--- config.mk ---
export PLATFORM = sky130hd
export DESIGN_NAME = dtc_top
export DESIGN_NICKNAME = d
export VERILOG_FILES = /design/src/inc/dtc_pkg.sv /design/src/hdl/dtc_top.sv
export SDC_FILE = /design/constraint.sdc
export NUM_CORES = 1
export LEC_CHECK = 0
export ABC_AREA = 0
export BUFFER_PORTS_ARGS = -buffer_cell sky130_fd_sc_hd__buf_4
export CAP_MARGIN = 30
export CORE_ASPECT_RATIO = 1.4
export CORE_UTILIZATION = 33
export DETAILED_ROUTE_END_ITERATION = 10
export MAX_ROUTING_LAYER = met4
export SYNTH_ARGS = -nofsm -noshare
export SYNTH_HDL_FRONTEND = slang
export SYNTH_SLANG_ARGS = --single-unit
--- constraint.sdc ---
create_clock -name CLK -period 2.4 [get_ports CLK]
set_clock_uncertainty 0.15 [all_clocks]
set_input_delay 0.6 -clock CLK [delete_from_list [all_inputs] [get_ports CLK]]
set_output_delay 0.6 -clock CLK [all_outputs]
set_load 0.01 [all_outputs]
--- src/inc/dtc_pkg.sv ---
// Package for the dual timer/counter with external interrupt detectors.
// Assumes an AXI4-Lite master with 32-bit data; offsets are register indices,
// and a register's byte address is four times its index.
package dtc_pkg;

    localparam int          ADDR_W        = 10;
    localparam logic [7:0]  OFF_CONTROL   = 8'h88;
    localparam logic [7:0]  OFF_MODE      = 8'h89;
    localparam logic [7:0]  OFF_ZERO_LOW  = 8'h8a;
    localparam logic [7:0]  OFF_ONE_LOW   = 8'h8b;
    localparam logic [7:0]  OFF_ZERO_HIGH = 8'h8c;
    localparam logic [7:0]  OFF_ONE_HIGH  = 8'h8d;
    localparam logic [7:0]  OFF_IRQ_STAT  = 8'h90;
    localparam logic [7:0]  OFF_IRQ_MASK  = 8'h94;

    localparam logic [7:0]  RST_BYTE      = 8'h00;
    localparam logic [1:0]  RESP_OKAY     = 2'b00;
    localparam logic [1:0]  RESP_SLVERR   = 2'b10;

    // Control register field positions
    localparam int CTL_T1_FLAG  = 7;
    localparam int CTL_T1_RUN   = 6;
    localparam int CTL_T0_FLAG  = 5;
    localparam int CTL_T0_RUN   = 4;
    localparam int CTL_X1_FLAG  = 3;
    localparam int CTL_X1_TYPE  = 2;
    localparam int CTL_X0_FLAG  = 1;
    localparam int CTL_X0_TYPE  = 0;

    // Mode register field positions (timer one in high nibble)
    localparam int MOD_T1_GATE  = 7;
    localparam int MOD_T1_SEL   = 6;
    localparam int MOD_T1_LSB   = 4;
    localparam int MOD_T0_GATE  = 3;
    localparam int MOD_T0_SEL   = 2;
    localparam int MOD_T0_LSB   = 0;

    localparam int          PRESCALE_W    = 5;
    localparam logic [4:0]  PRESCALE_TOP  = 5'h1f;
    localparam logic [7:0]  BYTE_TOP      = 8'hff;

    // Status and mask bit positions
    localparam int IRQ_T0 = 0;
    localparam int IRQ_T1 = 1;
    localparam int IRQ_X0 = 2;
    localparam int IRQ_X1 = 3;
    localparam int IRQ_N  = 4;

    typedef enum logic [1:0] {
        MODE_PRESCALED,
        MODE_SIXTEEN,
        MODE_RELOAD,
        MODE_SPLIT
    } dtc_mode_t;

    // Vector acknowledge from the CPU interrupt logic
    typedef struct packed {
        logic t1;
        logic t0;
        logic x1;
        logic x0;
    } dtc_ack_t;

endpackage : dtc_pkg

--- src/hdl/dtc_top.sv ---
// Dual 16-bit timer/counter with two external interrupt detectors, AXI4-Lite slave.
// Assumes pins are asynchronous to CLK; ACK pulses come from the CPU vector logic.
//
// Summary of operation
// Timer one runs only while its run bit set
// Timer zero runs only while its run bit set; in mode 11 its high byte runs on timer one's run bit
// Timer one overflow sets flag, vector clears it
// Timer zero overflow sets flag, vector clears it
// Pin one falling edge sets flag, vector clears
// Pin zero falling edge sets flag, vector clears
// Pin one type: 0 low level, 1 edge
// Pin zero type: 0 low level, 1 edge
// Timer one gate needs pin one high
// Timer zero gate needs pin zero high
// Timer one: every 2 clocks or pin edge
// Timer zero: every 2 clocks or pin edge
// Mode 00 prescaled 8-bit, mode 01 16-bit
// Mode 10 low byte reloads from high byte
// Mode 11 splits timer zero, timer one stops
// Count bytes read/write separately, reset zero
// Prescaler wrap bumps high byte, wrap flags
// Pins synchronised, falling edges from samples
//
// Our own choice: register access over AXI4-Lite.
`timescale 1ns/1ps
module dtc_top
    import dtc_pkg::*;
(
    input  wire logic              CLK,      // System clock, 20 MHz
    input  wire logic              RST,      // Synchronous reset, active high
    input  wire logic [ADDR_W-1:0] AWADDR,   // Write address
    input  wire logic              AWVALID,  // Write address valid
    output logic                   AWREADY,  // Write address ready
    input  wire logic [31:0]       WDATA,    // Write data
    input  wire logic [3:0]        WSTRB,    // Write strobes
    input  wire logic              WVALID,   // Write data valid
    output logic                   WREADY,   // Write data ready
    output logic [1:0]             BRESP,    // Write response
    output logic                   BVALID,   // Write response valid
    input  wire logic              BREADY,   // Write response ready
    input  wire logic [ADDR_W-1:0] ARADDR,   // Read address
    input  wire logic              ARVALID,  // Read address valid
    output logic                   ARREADY,  // Read address ready
    output logic [31:0]            RDATA,    // Read data
    output logic [1:0]             RRESP,    // Read response
    output logic                   RVALID,   // Read data valid
    input  wire logic              RREADY,   // Read data ready
    input  wire logic              EXT_IRQ_PIN_ZERO, // Interrupt pin zero
    input  wire logic              EXT_IRQ_PIN_ONE,  // Interrupt pin one
    input  wire logic              COUNT_PIN_ZERO,   // Count pin zero
    input  wire logic              COUNT_PIN_ONE,    // Count pin one
    input  wire dtc_ack_t          VECTOR_ACK,       // CPU vectored, one pulse each
    output logic                   EXT_IRQ_ZERO_REQ, // Pin zero interrupt request
    output logic                   EXT_IRQ_ONE_REQ,  // Pin one interrupt request
    output logic                   IRQ               // Masked status interrupt
);

    logic [7:0]       control;
    logic [7:0]       mode;
    logic [7:0]       zero_low, zero_high, one_low, one_high;
    logic [IRQ_N-1:0] irq_stat, irq_mask;
    logic [3:0]       sync1, sync2, prev;
    logic             half;
    logic             aw_held, w_held;
    logic [ADDR_W-1:0] aw_addr;
    logic [31:0]      w_data;
    logic [3:0]       w_strb;

    dtc_mode_t m0, m1;
    assign m0 = dtc_mode_t'(mode[MOD_T0_LSB +: 2]);
    assign m1 = dtc_mode_t'(mode[MOD_T1_LSB +: 2]);

    // Pin synchronisers; bit order x0, x1, c0, c1
    always_ff @(posedge CLK) begin
        if (RST) begin
            sync1 <= 4'hf;                                     // Idle-high pins, no false event
            sync2 <= 4'hf;
            prev  <= 4'hf;
        end else begin
            sync1 <= {COUNT_PIN_ONE, COUNT_PIN_ZERO, EXT_IRQ_PIN_ONE, EXT_IRQ_PIN_ZERO};
            sync2 <= sync1;
            prev  <= sync2;
        end
    end

    logic [3:0] fall;
    assign fall = prev & ~sync2;

    // Half-rate tick for timer mode
    always_ff @(posedge CLK) begin
        if (RST) begin
            half <= 1'b0;
        end else begin
            half <= ~half;
        end
    end

    logic run0, run1, tick0, tick1, tick0h;
    assign run0 = control[CTL_T0_RUN] & (~mode[MOD_T0_GATE] | sync2[0]);
    assign run1 = control[CTL_T1_RUN] & (~mode[MOD_T1_GATE] | sync2[1]);
    assign tick0 = run0 & (mode[MOD_T0_SEL] ? fall[2] : half);
    assign tick1 = run1 & (mode[MOD_T1_SEL] ? fall[3] : half) & (m1 != MODE_SPLIT);
    assign tick0h = control[CTL_T1_RUN] & half;

    // AXI write decode; byte address is four times the register index
    logic [7:0] aw_idx, ar_idx;
    assign aw_idx = (aw_addr[1:0] == 2'b00) ? aw_addr[ADDR_W-1:2] : 8'h00; // Unaligned: unmapped
    assign ar_idx = (ARADDR[1:0] == 2'b00) ? ARADDR[ADDR_W-1:2] : 8'h00;
    logic wr_go;
    assign wr_go = aw_held & w_held & ~BVALID;
    logic wr_ctl, wr_mod, wr_z0, wr_z1, wr_o0, wr_o1, wr_st, wr_mk;
    assign wr_ctl = wr_go & w_strb[0] & (aw_idx == OFF_CONTROL);
    assign wr_mod = wr_go & w_strb[0] & (aw_idx == OFF_MODE);
    assign wr_z0  = wr_go & w_strb[0] & (aw_idx == OFF_ZERO_LOW);
    assign wr_z1  = wr_go & w_strb[0] & (aw_idx == OFF_ZERO_HIGH);
    assign wr_o0  = wr_go & w_strb[0] & (aw_idx == OFF_ONE_LOW);
    assign wr_o1  = wr_go & w_strb[0] & (aw_idx == OFF_ONE_HIGH);
    assign wr_st  = wr_go & w_strb[0] & (aw_idx == OFF_IRQ_STAT);
    assign wr_mk  = wr_go & w_strb[0] & (aw_idx == OFF_IRQ_MASK);

    // Timer zero counting
    logic ovf0, ovf0h;
    always_ff @(posedge CLK) begin
        if (RST) begin
            zero_low  <= RST_BYTE;
            zero_high <= RST_BYTE;
            ovf0      <= 1'b0;
            ovf0h     <= 1'b0;
        end else begin
            ovf0  <= 1'b0;
            ovf0h <= 1'b0;
            if (tick0) begin
                case (m0)
                    MODE_PRESCALED: begin
                        zero_low[PRESCALE_W-1:0] <= zero_low[PRESCALE_W-1:0] + 5'h01;
                        if (zero_low[PRESCALE_W-1:0] == PRESCALE_TOP) begin
                            zero_high <= zero_high + 8'h01;
                            ovf0      <= (zero_high == BYTE_TOP);
                        end
                    end
                    MODE_SIXTEEN: begin
                        {zero_high, zero_low} <= {zero_high, zero_low} + 16'h0001;
                        ovf0 <= ({zero_high, zero_low} == {BYTE_TOP, BYTE_TOP});
                    end
                    MODE_RELOAD: begin
                        zero_low <= (zero_low == BYTE_TOP) ? zero_high : zero_low + 8'h01;
                        ovf0     <= (zero_low == BYTE_TOP);
                    end
                    MODE_SPLIT: begin
                        zero_low <= zero_low + 8'h01;
                        ovf0     <= (zero_low == BYTE_TOP);
                    end
                    default: ;
                endcase
            end
            if (m0 == MODE_SPLIT && tick0h) begin
                zero_high <= zero_high + 8'h01;
                ovf0h     <= (zero_high == BYTE_TOP);
            end
            if (wr_z0) zero_low  <= w_data[7:0];
            if (wr_z1) zero_high <= w_data[7:0];
        end
    end

    // Timer one counting
    logic ovf1;
    always_ff @(posedge CLK) begin
        if (RST) begin
            one_low  <= RST_BYTE;
            one_high <= RST_BYTE;
            ovf1     <= 1'b0;
        end else begin
            ovf1 <= 1'b0;
            if (tick1) begin
                case (m1)
                    MODE_PRESCALED: begin
                        one_low[PRESCALE_W-1:0] <= one_low[PRESCALE_W-1:0] + 5'h01;
                        if (one_low[PRESCALE_W-1:0] == PRESCALE_TOP) begin
                            one_high <= one_high + 8'h01;
                            ovf1     <= (one_high == BYTE_TOP);
                        end
                    end
                    MODE_SIXTEEN: begin
                        {one_high, one_low} <= {one_high, one_low} + 16'h0001;
                        ovf1 <= ({one_high, one_low} == {BYTE_TOP, BYTE_TOP});
                    end
                    MODE_RELOAD: begin
                        one_low <= (one_low == BYTE_TOP) ? one_high : one_low + 8'h01;
                        ovf1    <= (one_low == BYTE_TOP);
                    end
                    default: ;
                endcase
            end
            if (wr_o0) one_low  <= w_data[7:0];
            if (wr_o1) one_high <= w_data[7:0];
        end
    end

    // Control register: flags set by hardware, set wins over clear
    logic set_x0, set_x1;
    assign set_x0 = control[CTL_X0_TYPE] ? fall[0] : ~sync2[0];
    assign set_x1 = control[CTL_X1_TYPE] ? fall[1] : ~sync2[1];
    logic [7:0] next_control;
    always_comb begin
        next_control = wr_ctl ? w_data[7:0] : control;
        if (VECTOR_ACK.t1) next_control[CTL_T1_FLAG] = 1'b0;
        if (VECTOR_ACK.t0) next_control[CTL_T0_FLAG] = 1'b0;
        if (VECTOR_ACK.x1) next_control[CTL_X1_FLAG] = 1'b0;
        if (VECTOR_ACK.x0) next_control[CTL_X0_FLAG] = 1'b0;
        if (ovf1 | ovf0h) next_control[CTL_T1_FLAG] = 1'b1;
        if (ovf0)         next_control[CTL_T0_FLAG] = 1'b1;
        if (set_x1)       next_control[CTL_X1_FLAG] = 1'b1;
        if (set_x0)       next_control[CTL_X0_FLAG] = 1'b1;
    end

    always_ff @(posedge CLK) begin
        if (RST) begin
            control <= RST_BYTE;
            mode    <= RST_BYTE;
        end else begin
            control <= next_control;
            if (wr_mod) mode <= w_data[7:0];
        end
    end

    // Sticky status, write one to clear, mask gates IRQ
    logic [IRQ_N-1:0] ev;
    assign ev = {set_x1, set_x0, ovf1 | ovf0h, ovf0};
    always_ff @(posedge CLK) begin
        if (RST) begin
            irq_stat <= '0;
            irq_mask <= '0;
            IRQ      <= 1'b0;
            EXT_IRQ_ZERO_REQ <= 1'b0;
            EXT_IRQ_ONE_REQ  <= 1'b0;
        end else begin
            irq_stat <= (irq_stat & ~(wr_st ? w_data[IRQ_N-1:0] : '0)) | ev;
            if (wr_mk) irq_mask <= w_data[IRQ_N-1:0];
            IRQ <= |(irq_stat & irq_mask);
            EXT_IRQ_ZERO_REQ <= control[CTL_X0_FLAG];
            EXT_IRQ_ONE_REQ  <= control[CTL_X1_FLAG];
        end
    end

    // AXI write channel
    always_ff @(posedge CLK) begin
        if (RST) begin
            aw_held <= 1'b0;
            w_held  <= 1'b0;
            aw_addr <= '0;
            w_data  <= '0;
            w_strb  <= '0;
            AWREADY <= 1'b0;
            WREADY  <= 1'b0;
            BVALID  <= 1'b0;
            BRESP   <= RESP_OKAY;
        end else begin
            AWREADY <= ~aw_held & ~(AWVALID & AWREADY);
            WREADY  <= ~w_held & ~(WVALID & WREADY);
            if (AWVALID & AWREADY) begin
                aw_held <= 1'b1;
                aw_addr <= AWADDR;
            end
            if (WVALID & WREADY) begin
                w_held <= 1'b1;
                w_data <= WDATA;
                w_strb <= WSTRB;
            end
            if (wr_go) begin
                BVALID  <= 1'b1;
                BRESP   <= mapped(aw_idx) ? RESP_OKAY : RESP_SLVERR;
                aw_held <= 1'b0;
                w_held  <= 1'b0;
                AWREADY <= 1'b0;
                WREADY  <= 1'b0;
            end
            if (BVALID & BREADY) BVALID <= 1'b0;
        end
    end

    function automatic logic mapped(input logic [7:0] a);
        mapped = (a == OFF_CONTROL) || (a == OFF_MODE) || (a == OFF_ZERO_LOW)
              || (a == OFF_ONE_LOW) || (a == OFF_ZERO_HIGH) || (a == OFF_ONE_HIGH)
              || (a == OFF_IRQ_STAT) || (a == OFF_IRQ_MASK);
    endfunction : mapped

    // AXI read channel
    logic [7:0] rd_byte;
    always_comb begin
        case (ar_idx)
            OFF_CONTROL:   rd_byte = control;
            OFF_MODE:      rd_byte = mode;
            OFF_ZERO_LOW:  rd_byte = zero_low;
            OFF_ONE_LOW:   rd_byte = one_low;
            OFF_ZERO_HIGH: rd_byte = zero_high;
            OFF_ONE_HIGH:  rd_byte = one_high;
            OFF_IRQ_STAT:  rd_byte = {4'h0, irq_stat};
            OFF_IRQ_MASK:  rd_byte = {4'h0, irq_mask};
            default:       rd_byte = 8'h00;
        endcase
    end

    always_ff @(posedge CLK) begin
        if (RST) begin
            ARREADY <= 1'b0;
            RVALID  <= 1'b0;
            RDATA   <= 32'h0000_0000;
            RRESP   <= RESP_OKAY;
        end else begin
            ARREADY <= ~RVALID & ~(ARVALID & ARREADY);
            if (ARVALID & ARREADY) begin
                RVALID  <= 1'b1;
                ARREADY <= 1'b0;
                RDATA   <= {24'h00_0000, rd_byte};
                RRESP   <= mapped(ar_idx) ? RESP_OKAY : RESP_SLVERR;
            end else if (RVALID & RREADY) begin
                RVALID <= 1'b0;
            end
        end
    end

    // Checks
    a_halt_zero: assert property (@(posedge CLK) disable iff (RST)
        !control[CTL_T0_RUN] && !wr_z0 && !wr_z1 && m0 != MODE_SPLIT
        |=> $stable(zero_low) && $stable(zero_high))
        else $error("timer zero moved while halted");
    a_halt_one: assert property (@(posedge CLK) disable iff (RST)
        !control[CTL_T1_RUN] && !wr_o0 && !wr_o1 |=> $stable({one_high, one_low}))
        else $error("timer one moved while halted");
    a_flag_zero: assert property (@(posedge CLK) disable iff (RST)
        ovf0 |=> control[CTL_T0_FLAG])
        else $error("timer zero flag not set");
    a_flag_one: assert property (@(posedge CLK) disable iff (RST)
        ovf1 |=> control[CTL_T1_FLAG])
        else $error("timer one flag not set");
    a_ack_clear: assert property (@(posedge CLK) disable iff (RST)
        VECTOR_ACK.t0 && !ovf0 && !wr_ctl |=> !control[CTL_T0_FLAG])
        else $error("vector did not clear flag");
    a_edge_x1: assert property (@(posedge CLK) disable iff (RST)
        control[CTL_X1_TYPE] && fall[1] |=> control[CTL_X1_FLAG])
        else $error("pin one edge missed");
    a_level_x0: assert property (@(posedge CLK) disable iff (RST)
        !control[CTL_X0_TYPE] && !sync2[0] |=> control[CTL_X0_FLAG])
        else $error("pin zero level missed");
    a_gate_one: assert property (@(posedge CLK) disable iff (RST)
        mode[MOD_T1_GATE] && !sync2[1] |-> !tick1)
        else $error("gated timer one ticked");
    a_rate_zero: assert property (@(posedge CLK) disable iff (RST)
        tick0 && !mode[MOD_T0_SEL] |=> !tick0 || mode[MOD_T0_SEL])
        else $error("timer zero ticked faster than half rate");
    a_split_stop: assert property (@(posedge CLK) disable iff (RST)
        m1 == MODE_SPLIT |-> !tick1)
        else $error("timer one ran in mode 11");
    a_reload: assert property (@(posedge CLK) disable iff (RST)
        tick0 && m0 == MODE_RELOAD && zero_low == BYTE_TOP && !wr_z0 && !wr_z1
        |=> zero_low == $past(zero_high))
        else $error("reload value wrong");
    a_sync_edge: assert property (@(posedge CLK) disable iff (RST)
        fall[2] |-> !$past(COUNT_PIN_ZERO, 2) && $past(COUNT_PIN_ZERO, 3))
        else $error("edge without pin fall");

    c_ovf0: cover property (@(posedge CLK) disable iff (RST) ovf0);
    c_split: cover property (@(posedge CLK) disable iff (RST) ovf0h);
    c_edge1: cover property (@(posedge CLK) disable iff (RST) fall[1] && control[CTL_X1_TYPE]);
    c_irq: cover property (@(posedge CLK) disable iff (RST) IRQ);

endmodule : dtc_top

Word-level counts from Yosys, hierarchy flattened

Index checks and enable logic that the tools add are counted.

Memories: 0
Latch bits: 0
Memory bits (read-only): 0
Flip-flop bits (word level): 113
Bits in writable memories: 0

Reduce and logical (&&, ||, !) cells: 46
$add $sub $neg: 8
Eq/ne operators: 32
Div/mod/pow operators: 0
Order comparisons: 0
Mux-type cells: 44
Bitwise operators: 49
Shift operators: 0
$mul: 0

Operator list:

| kind                    | count |
|---|---|
| $eq A8 B8 Y1 const B    | 20 |
| $mux W8                 | 16 |
| $pmux W8 S8             | 1 |
| $add A16 B1 Y16 const B | 2 |
| $add A8 B1 Y8 const B   | 4 |
| $eq A16 B16 Y1 const B  | 2 |
| $pmux W8 S2             | 2 |
| $and A1 B1 Y1           | 25 |
| $reduce_bool A3 Y1      | 7 |
| $pmux W5 S4             | 1 |
| $mux W1                 | 16 |
| $not A1 Y1              | 15 |
| $pmux W5 S3             | 1 |
| $logic_or A1 B1 Y1      | 14 |
| $reduce_or A2 Y1        | 7 |
| $and A4 B4 Y4           | 3 |
| $reduce_bool A4 Y1      | 3 |
| $add A5 B1 Y5 const B   | 2 |
| $eq A5 B5 Y1 const B    | 2 |
| $pmux W3 S3             | 1 |
| $logic_not A2 Y1        | 4 |
| $not A4 Y4              | 2 |
| $reduce_bool A2 Y1      | 4 |
| $eq A2 B2 Y1 const B    | 3 |
| other kinds (14)        | 22 |

Depth between registers and ports, before layout

Gate-level depths: netlist of the first run.

Word-level depth: 11
Mapped depth: 10

Least setup slack after synthesis of the first run

OpenSTA, ideal clock, no wires.

Kind: register to register
Start: register one_low[0]
End: register one_high[4]
Path slack: -0.015 ns
Buffers on the path: 0
Period minus slack after synthesis: 2.415 ns
Data arrival time: 2.179 ns
Cell stages (with the launch flop): 11
Required time: 2.164 ns
Library setup time: 0.086 ns
Cell sequence: dfxtp_1 -> ha_1 -> nand2_1 -> nor2_1 -> ha_1 -> mux2i_1 -> a2111oi_2 -> a21boi_1 -> nand4_1 -> xor2_1 -> a211oi_1

Longest elaborated chain between the ends: 4

RTL lines:

| item                            | line           | source |
|---|---|---|
| start, declared                 | dtc_top.sv:60  | `logic [7:0] zero_low, zero_high, one_low, one_high;` |
| start signal, assigned by index | dtc_top.sv:177 | `one_low[PRESCALE_W-1:0] <= one_low[PRESCALE_W-1:0] + 5'h01;` |
| start signal, assigned          | dtc_top.sv:184 | `{one_high, one_low} <= {one_high, one_low} + 16'h0001;` |
| start signal, assigned          | dtc_top.sv:188 | `one_low <= (one_low == BYTE_TOP) ? one_high : one_low + 8'h01;` |
| $add A16 B1 Y16                 | dtc_top.sv:184 |  |
| $pmux W8 S2                     | dtc_top.sv:175 | `case (m1)` |
| $mux W8                         | dtc_top.sv:174 | `if (tick1) begin` |
| $mux W8                         | dtc_top.sv:195 | `if (wr_o1) one_high <= w_data[7:0];` |
| end signal, assigned            | dtc_top.sv:179 | `one_high <= one_high + 8'h01;` |
| end signal, assigned            | dtc_top.sv:184 |  |
| end signal, assigned            | dtc_top.sv:195 |  |
| end, declared                   | dtc_top.sv:60  |  |

Several ways; a longest one is shown, not always the timed one. The select of a mux whose other input is x is not followed.
A chain may end at the register's enable or synchronous reset.

Worst setup path in the final report of the first run

Start: register one_low[1]
End: register one_high[2]

Same word-level chain as after synthesis.

==> impl_metrics.json, run 1 <==
{
  "drv_cap": 0,
  "ys_types": 73,
  "path_class": "flip-flop to flip-flop",
  "cp.arrival_ps": 2490,
  "clk_pin_slew_ps": 70,
  "finalCritPeriodShare": 0.983,
  "routed_via_density": 5.22,
  "r2r-end": "one_high[2]",
  "hold_class": "flip-flop to flip-flop",
  "dpl.hpwl_mm": 12.9,
  "core_um2": 17500,
  "insertion_delay_ps": 360,
  "cp_common_cell": "nor2_1",
  "first_iter_violations": 360,
  "die_area_um2": 18600,
  "synth_edf_count": 0,
  "hold_start": "sync1[1]",
  "num_vias": 5486,
  "cp-start-kind": "flip-flop",
  "critPathSlowestCell": "dfxtp_2",
  "ys_seq_elements": 111,
  "final.setup.worst_slack_ps": 40.9,
  "p_leak_nw": 2.65,
  "io_pins": 115,
  "maxSlewHeadroom": 0.599,
  "pre_cts_ws_ps": 37.4,
  "rows": 57,
  "post_drt_wl_per_cell_um": 16.4,
  "synth_ff_type": "dfxtp_1",
  "area_growth_pct": 20.8,
  "grt_pass1_wl_mm": 27.1,
  "drv_slew": 0,
  "initial_utilization": 0.340,
  "outcome": "finished, final reports clean",
  "hold_slack_ps": 261,
  "htree_levels": 3,
  "async_flop_share": 0,
  "end_kind": "flip-flop",
  "antenna_left": 0,
  "cp.required_ps": 2530,
  "fin_setup_tns_ps": 0,
  "worst-r2r-setup-slack_ps": 40,
  "fin_crit_ps": 2360,
  "port_buffers": 61,
  "yosys_warnings": 0,
  "hold_depth": 1,
  "fp.dieH_um": 161,
  "dr.pass1.iters": 6,
  "grt_max_degree": 62,
  "worstMarginPinSlew_ps": 601,
  "clock.fmax_mhz": 424,
  "drt-total-wl_mm": 17.3,
  "grt_antenna_before_repair": 0,
  "finalNetCount": 896,
  "regToRegStartpoint": "one_low[1]",
  "reg2reg_depth": 11,
  "cts.sinks": 111,
  "critPathMaxFanout": 6,
  "antenna_cells": 0,
  "cpPeakStageDelay_ps": 360,
  "synthCells": 728,
  "utilization": 0.410,
  "cts_root_buffer": "clkbuf_16",
  "grtUsageTotal": 0.198,
  "drc": 0,
  "grt_pass1_vias": 5096,
  "rsz0062_at_grt": "true",
  "report.final.setup_viol": 0,
  "final_hold_viol_count": 0,
  "grt_overflow": 0,
  "hold_end": "sync2[1]",
  "routabilityCongestion": 0.928,
  "worstPathCellList": "ha_4 > nand2_2 > nor2_1 > ha_2 > mux2i_4 > a2111oi_4 > buf_4 > o211ai_1 > xnor2_1 > nor2_1 > a211oi_1",
  "syn_area_per_cell_um2": 8.19,
  "syn_area_um2": 5960,
  "die_w_um": 116,
  "cts_buffers": 9,
  "yosysSeqAreaShare": 0.373,
  "layout-drive-gt1-share": 0.202,
  "cts_tree": "done",
  "ir_worst_vdd_mv": 0.266,
  "p_per_area_nw_per_um2": 512,
  "cts_max_path_buffers": 2
}
-- cell usage in the layout (no fill, tap or decap), drive strengths merged, types with 17 or more instances in the layout --
cell    count
dfxtp     111
buf       105
nand2      94
nor2       71
a21oi      58
conb       26
o21ai      25
nand3      24
mux2i      24
inv        24
a211oi     21
nor3       17
-- cell usage after synthesis (2+ instances only) --
cell      number  area share
dfxtp_1      111        0.37
nand2_1       94       0.059
nor2_1        71       0.045
a21oi_1       58       0.049
clkbuf_1      27       0.017
buf_4         26       0.033
mux2i_1       24       0.040
nand3_1       24       0.020
inv_1         21       0.013
a211oi_1      20       0.025
nor3_1        16       0.013
ha_1          15       0.031
nand4_1       14       0.015
o21ai_1       13       0.011
xnor2_1       13       0.019
o21ai_0       12       0.010
or2_2         12       0.013
o211ai_1      11       0.014
a22oi_1       10       0.013
nor2b_1       10       0.010
nand2b_1       9      0.0094
and3_1         7      0.0073
o22ai_1        7      0.0073
a21o_1         6      0.0076
a221oi_1       6      0.0088
mux2_2         6       0.011
nor4b_1        6      0.0088
a221o_1        5      0.0084
a31oi_1        5      0.0052
o21a_1         5      0.0063
xor2_1         5      0.0073
and2_1         4      0.0042
nor3b_1        4      0.0050
and4_1         3      0.0044
buf_1          3      0.0019
or3_1          3      0.0031
a2111o_1       2      0.0038
nand3b_1       2      0.0025
nor4_1         2      0.0021
o32a_1         2      0.0034
or4_1          2      0.0025
-- report_power, final --
group	internal [W]	total (W)	switching, W
combinational	0.000119	0.000269	0.000150
sequential	0.00188	0.00193	0.0000534
clock	0.000756	0.00148	0.000724
total	0.00276	0.00368	0.000928
-- layout make-up --
cell class,count,area (um^2)
clock buffer,11,243
clock inverter,5,48.8
fill,1824,10300
inverter,21,78.8
multi-input combinational,562,3510
sequential,111,2230
tap,236,295
timing repair buffer,105,801
-- sequential cells by signal (all words and copies together), names as in the netlist, 4 cells and up --
| name | count |
|---|---|
| irq_mask | 4 |
| w_data | 8 |
| sync1 | 4 |
| one_low | 8 |
| control | 8 |
| prev | 4 |
| one_high | 8 |
| mode | 8 |
| zero_high | 8 |
| zero_low | 8 |
| aw_addr | 10 |
| irq_stat | 4 |
| RDATA | 8 |
| sync2 | 4 |
-- repair_timing --
item | 4_1_cts | 5_1_grt
cloned | 0 | 0
setup endpoints to repair | 1 | 14
endpoints found under the hold margin | 0 | 0
pin swaps | 0 | 7
hold buffers | 0 | 0
gates resized for setup | 1 | 15
setup buffers | 0 | 2
-- through the flow --
step                std cells  area, um^2  total power (W)
floorplan                 753        6070          0.00214
global placement         1033        6830          0.00224
finish                   1051        7200          0.00368
global route             1051        7200          0.00384
detailed placement       1033        6830          0.00225
CTS                      1049        7120          0.00374
-- worst max-delay path by stage --
| stage | from | end | slack (ps) | cells after the start |
|---|---|---|---|---|
| floorplan | one_low[0] | one_high[4] | 90 | 10 |
| CTS | one_low[0] | one_high[1] | 10 | 9 |
| detailed placement | one_low[0] | one_high[6] | 40 | 10 |
| global placement | aw_addr[9] | zero_low[3] | 70 | 6 |
| global route | one_low[1] | one_high[4] | -90 | 10 |
| finish | one_low[1] | one_high[2] | 40 | 11 |
-- kinds of logic (layout without fill, tap and decap cells) --
| logic type | count (synthesis) | count (layout) | synth area share |
|---|---|---|---|
| DFF | 111 | 111 | 0.373 |
| and+or+nand+nor | 293 | 293 | 0.246 |
| adders and majority gates | 15 | 15 | 0.0315 |
| muxes | 30 | 30 | 0.0516 |
| AOI/OAI and AO/OA | 180 | 180 | 0.202 |
| buffers and inverters | 80 | 142 | 0.0684 |
| xor gates and xnor gates | 18 | 18 | 0.0264 |
| other | 1 | 26 | 0.000629 |
-- layer usage --
metal	share of wire	routed length, um	track usage	up-vias
met5	0	0	-	-
met2	0.49	8490	0.324	183
li1	-	-	-	2730
met1	0.43	7350	0.238	2534
met4	0.035	605	0.0956	0
met3	0.048	832	0.0248	39
-- worst max-delay path: cells and delay by family, from the launching register on --
| family | cells | cell delay (ps) |
|---|---|---|
| AO/OA/AOI/OAI | 3 | 670 |
| XOR/XNOR | 1 | 210 |
| adder cells (fa/ha/maj) | 2 | 380 |
| buffers and inverters | 1 | 200 |
| flip-flops | 1 | 360 |
| multiplexers | 1 | 80 |
| AND/OR/NAND/NOR | 3 | 220 |
Power figures use the tool's default switching activity.
==> inputs of run 2 (changes only) <==
REMOVE_ABC_BUFFERS = 1   (was not set)
==> run 2 against run 1 <==
Wire length decreased by 0.46%. First-iteration DRC count is 0.83% higher. Final cell count rose by 0.38%. Sequential power about the same. Via count hardly changed. Global-route usage about the same. Die area is the same. Total power grew 1.1%. Clock-buffer cell count down 2. Worst setup slack improved by 6.0 ps. Sequential share of layout area is 0.095 points lower. Largest power group unchanged. Highest routed layer unchanged.
==> impl_metrics.json, run 2 (synthesis gave the netlist of run 1 again) <==
{
  "outcome": "finished, final reports clean",
  "cp.required_ps": 2500,
  "clock.fmax_mhz": 425,
  "fp.dieH_um": 161,
  "power_frac_clock": 0.408,
  "finalCritPeriodShare": 0.980,
  "cts.sinks": 111,
  "multiInputGateArea_um2": 3490,
  "mostFrequentLayoutCells": "buf_4, dfxtp_1, nand2_1",
  "hold_class": "flip-flop to flip-flop",
  "worstMarginPinSlew_ps": 605,
  "utilization": 0.412,
  "ctsHoldBuffers": 0,
  "power.total_w": 0.00372,
  "area_growth_pct": 21.2,
  "p_int_w": 0.00274,
  "path_class": "flip-flop to flip-flop",
  "report.final.setup_viol": 0,
  "largest_register": "aw_addr",
  "grt_antenna_before_repair": 0,
  "hold_slack_ps": 264,
  "layout-drive-gt1-share": 0.208,
  "drv_cap": 0,
  "cp.arrival_ps": 2450,
  "reg2reg_depth": 9,
  "antenna_cells": 0,
  "dr.pass1.iters": 5,
  "grtUsageTotal": 0.198,
  "critPathMaxFanout": 5,
  "port_buffers": 61,
  "regToRegStartpoint": "one_low[1]",
  "dpl.hpwl_mm": 12.7,
  "hold_end": "sync2[3]",
  "worstPathCellList": "ha_4 > nand2_4 > buf_4 > buf_4 > or3_1 > a21o_1 > a221o_1 > o211ai_1 > a21oi_1",
  "crit_buf_inv": 2,
  "comb_power_share": 0.073,
  "cp-start-kind": "flip-flop",
  "insertion_delay_ps": 370,
  "fill_cells": 1854,
  "critPathSlowestCell": "or3_1",
  "cts_max_path_buffers": 2,
  "final_common_cell": "buf_4",
  "antenna_left": 0,
  "grt_pass1_wl_mm": 27.2,
  "routed_via_density": 5.20,
  "cp_common_cell": "buf_4",
  "rsz0062_at_grt": "true",
  "clk_pin_slew_ps": 80,
  "maxSlewHeadroom": 0.596,
  "io_pins": 115,
  "seq_area_um2": 2230,
  "routabilityCongestion": 0.909,
  "crit_cells": 9,
  "fin_setup_tns_ps": 0,
  "htree_levels": 3,
  "p_per_area_nw_per_um2": 515,
  "core_um2": 17500,
  "first_iter_violations": 363,
  "p_leak_nw": 2.71,
  "worst-r2r-setup-slack_ps": 50,
  "crit_family": "compound AO/OA/AOI/OAI gates",
  "largest_reg_flops": 10,
  "grt_max_degree": 70,
  "grt_pass1_vias": 5107,
  "cts_buffers": 9,
  "p_seq_frac": 0.518,
  "switching_share": 0.264,
  "hold_start": "sync1[3]",
  "cpPeakStageDelay_ps": 440,
  "finalNetCount": 900,
  "drv_slew": 0,
  "p_sw_w": 0.000982,
  "drc": 0,
  "rows": 57,
  "initial_utilization": 0.340,
  "drt-total-wl_mm": 17.2,
  "hold_depth": 1,
  "grt_overflow": 0,
  "die_area_um2": 18600,
  "fin_crit_ps": 2350,
  "ir_worst_vdd_mv": 0.436,
  "cts_tree": "done",
  "final_hold_viol_count": 0,
  "die_w_um": 116,
  "cts_root_buffer": "clkbuf_16",
  "r2r-end": "one_low[4]",
  "num_vias": 5484,
  "end_kind": "flip-flop",
  "post_drt_wl_per_cell_um": 16.3
}
run 2: through the flow:
stage	worst slack [ps]	instance area (um^2)	std cells
3_3_place_gp	45.2	6840	1036
3_5_place_dp	23.6	6840	1036
4_1_cts	14.4	7130	1052
2_1_floorplan	-107	5730	694
5_1_grt	-14.1	7220	1055
6_report	46.9	7220	1055
run 2: per-layer routing:
layer  wire length (um)  GRT usage  vias up  part of all wire
li1                   -          -     2740                 -
met1               7350      0.240     2528              0.43
met5                  0          -        -                 0
met3               1000     0.0296       33             0.058
met4                460     0.0750        0             0.027
met2               8390      0.327      183              0.49
run 2: cell type report:
cell class,count,share of cell area
Timing Repair Buffer,109,0.115
Inverter,21,0.0109
Sequential cell,111,0.308
Clock inverter,7,0.0100
Tap cell,236,0.0409
Multi-Input combinational cell,562,0.484
Clock buffer,9,0.0312
run 2: worst max path at each step:
stage                           from     endpoint  slack [ps]
after floorplan            ARADDR[1]     RDATA[4]        -110
after global placement    aw_addr[7]  zero_low[3]          50
after detailed placement  aw_addr[7]  zero_low[3]          20
after CTS                 aw_addr[7]  zero_low[3]          10
after global routing      one_low[1]   one_low[4]         -10
final                     one_low[1]   one_low[4]          50
run 2: what timing repair did:
| action | in CTS | in global routing |
|---|---|---|
| endpoints found under the setup margin | 0 | 11 |
| setup buffers | 0 | 3 |
| gates resized for setup | 0 | 17 |
run 2: power by group through the flow:
stage / logic [W] / clock network, W / registers (W)
2_1_floorplan: 0.000116 / 0 / 0.00196
3_3_place_gp: 0.000271 / 0 / 0.00197
3_5_place_dp: 0.000274 / 0 / 0.00197
4_1_cts: 0.000274 / 0.00155 / 0.00193
5_1_grt: 0.000304 / 0.00163 / 0.00194
6_report: 0.000273 / 0.00152 / 0.00193
==> inputs of run 3 (changes only) <==
CORE_UTILIZATION = 50   (was 33)
PLACE_DENSITY = 0.76   (was not set)
RECOVER_POWER = 50   (was not set)
==> run 3 against run 2 <==
Utilization grew 21 points. Via count is 3.5% higher. Global-route usage grew 9.6 points. Largest power group unchanged.
==> impl_metrics.json, run 3 (synthesis gave the netlist of run 1 again) <==
{
  "final_common_cell": "dfxtp_1",
  "routed_via_density": 5.95,
  "maxSlewHeadroom": 0.599,
  "fin_setup_tns_ps": 0,
  "finalCritPeriodShare": 0.966,
  "cts.sinks": 111,
  "clk_pin_slew_ps": 90,
  "routabilityCongestion": 0.962,
  "drt-total-wl_mm": 17.2,
  "largest_reg_flops": 10,
  "core_um2": 11500,
  "cpPeakStageDelay_ps": 360,
  "final_hold_viol_count": 0,
  "largest_register": "aw_addr",
  "p_per_area_nw_per_um2": 534,
  "drv_slew": 0,
  "fp.dieH_um": 131,
  "port_buffers": 61,
  "place_inst": 936,
  "crit_buf_inv": 1,
  "htree_levels": 3,
  "die_area_um2": 12400,
  "grt_overflow": 0,
  "insertion_delay_ps": 360,
  "grtUsageTotal": 0.294,
  "die_w_um": 94.3,
  "num_vias": 5676,
  "outcome": "finished, final reports clean",
  "drv_cap": 0,
  "dr.pass1.iters": 5,
  "cp.required_ps": 2520,
  "grt_pass1_wl_mm": 27.6,
  "grt_antenna_before_repair": 0,
  "finalNetCount": 891,
  "crit_family": "compound AO/OA/AOI/OAI gates",
  "path_class": "flip-flop to flip-flop",
  "worstPathCellList": "ha_4 > nand2_2 > nor2_4 > ha_4 > mux2i_4 > a2111oi_4 > buf_4 > nand4_1 > xnor2_1 > nor2_1 > a211oi_2",
  "cts_tree": "done",
  "power.total_w": 0.00379,
  "cts_max_path_buffers": 2,
  "layout-drive-gt1-share": 0.204,
  "critPathMaxFanout": 6,
  "cp_common_cell": "ha_4",
  "report.final.setup_viol": 0,
  "antenna_cells": 0,
  "mostFrequentLayoutCells": "dfxtp_1, buf_4, nand2_1",
  "cts_root_buffer": "clkbuf_16",
  "dpl.hpwl_mm": 12.9,
  "io_pins": 115,
  "ctsHoldBuffers": 0,
  "area_growth_pct": 19.2,
  "drc": 0,
  "fin_crit_ps": 2320,
  "worstMarginPinSlew_ps": 601,
  "p_leak_nw": 2.65,
  "first_iter_violations": 427,
  "critPathSlowestCell": "dfxtp_2",
  "hold_class": "input port to flip-flop",
  "fill_cells": 1017,
  "rsz0062_at_grt": "true",
  "cts_buffers": 9,
  "rows": 46,
  "grt_pass1_vias": 5599,
  "multiInputGateArea_um2": 3530,
  "end_kind": "flip-flop",
  "antenna_left": 0,
  "clock.fmax_mhz": 431,
  "initial_utilization": 0.520,
  "ir_worst_vdd_mv": 0.566,
  "grt_max_degree": 51,
  "seq_area_um2": 2230,
  "cp-start-kind": "flip-flop",
  "post_drt_wl_per_cell_um": 18.0,
  "cp.arrival_ps": 2440,
  "stdcell_count": 954
}
==> run 3: cell types whose count changed in the layout (fill, tap and decap cells not counted), moves of 2 or more <==
| cell | previous run | this run |
|---|---|---|
| buf_4 | 108 | 99 |
| inv_8 | 3 | 1 |
| a211oi_2 | 2 | 4 |
| a211oi_1 | 19 | 17 |
==> run 3: final timing paths <==
check                                 startpoint           to  slack [ps]  cells after the start
worst min register to register          sync1[0]     sync2[0]         270                      1
worst min-delay path            EXT_IRQ_PIN_ZERO     sync1[0]         270                      2
worst max-delay path                  one_low[0]  one_high[3]          80                     11
worst max register to register        one_low[0]  one_high[3]          80                     11
==> run 3: final cells by class <==
type,count,share of cell area
flip-flops and latches,111,0.313
well taps,144,0.0254
clock buffers,9,0.0317
repair buffers,100,0.107
clock inverters,7,0.0137
multi-input cells,562,0.497
inverters,21,0.0111
==> run 3: report_power, final <==
group	switching [W]	internal, W
Combinational	0.000152	0.000115
Clock	0.000820	0.000772
Sequential	0.0000554	0.00188
==> run 3: per-stage QoR <==
step / hold slack, ps / worst slack [ps] / util / area, um^2
final: 270 / 81.7 / 0.620 / 7100
after global routing: 265 / -47.4 / 0.620 / 7100
after CTS: 266 / 6.42 / 0.610 / 6990
after detailed placement: 250 / 42.1 / 0.581 / 6660
after global placement: 243 / 37.7 / 0.581 / 6660
after floorplan: 239 / -107 / - / 5730
==> run 3: what timing repair did <==
item,in CTS,in global routing
pin swaps,0,13
setup buffers,0,2
setup endpoints to repair,2,15
resized for setup,1,22
==> run 3: metal layers <==
layer	GRT usage	vias up	part of all wire
li1	-	2725	-
met4	0.157	0	0.050
met3	0.0388	53	0.050
met2	0.497	221	0.51
met5	-	-	0
met1	0.328	2677	0.39
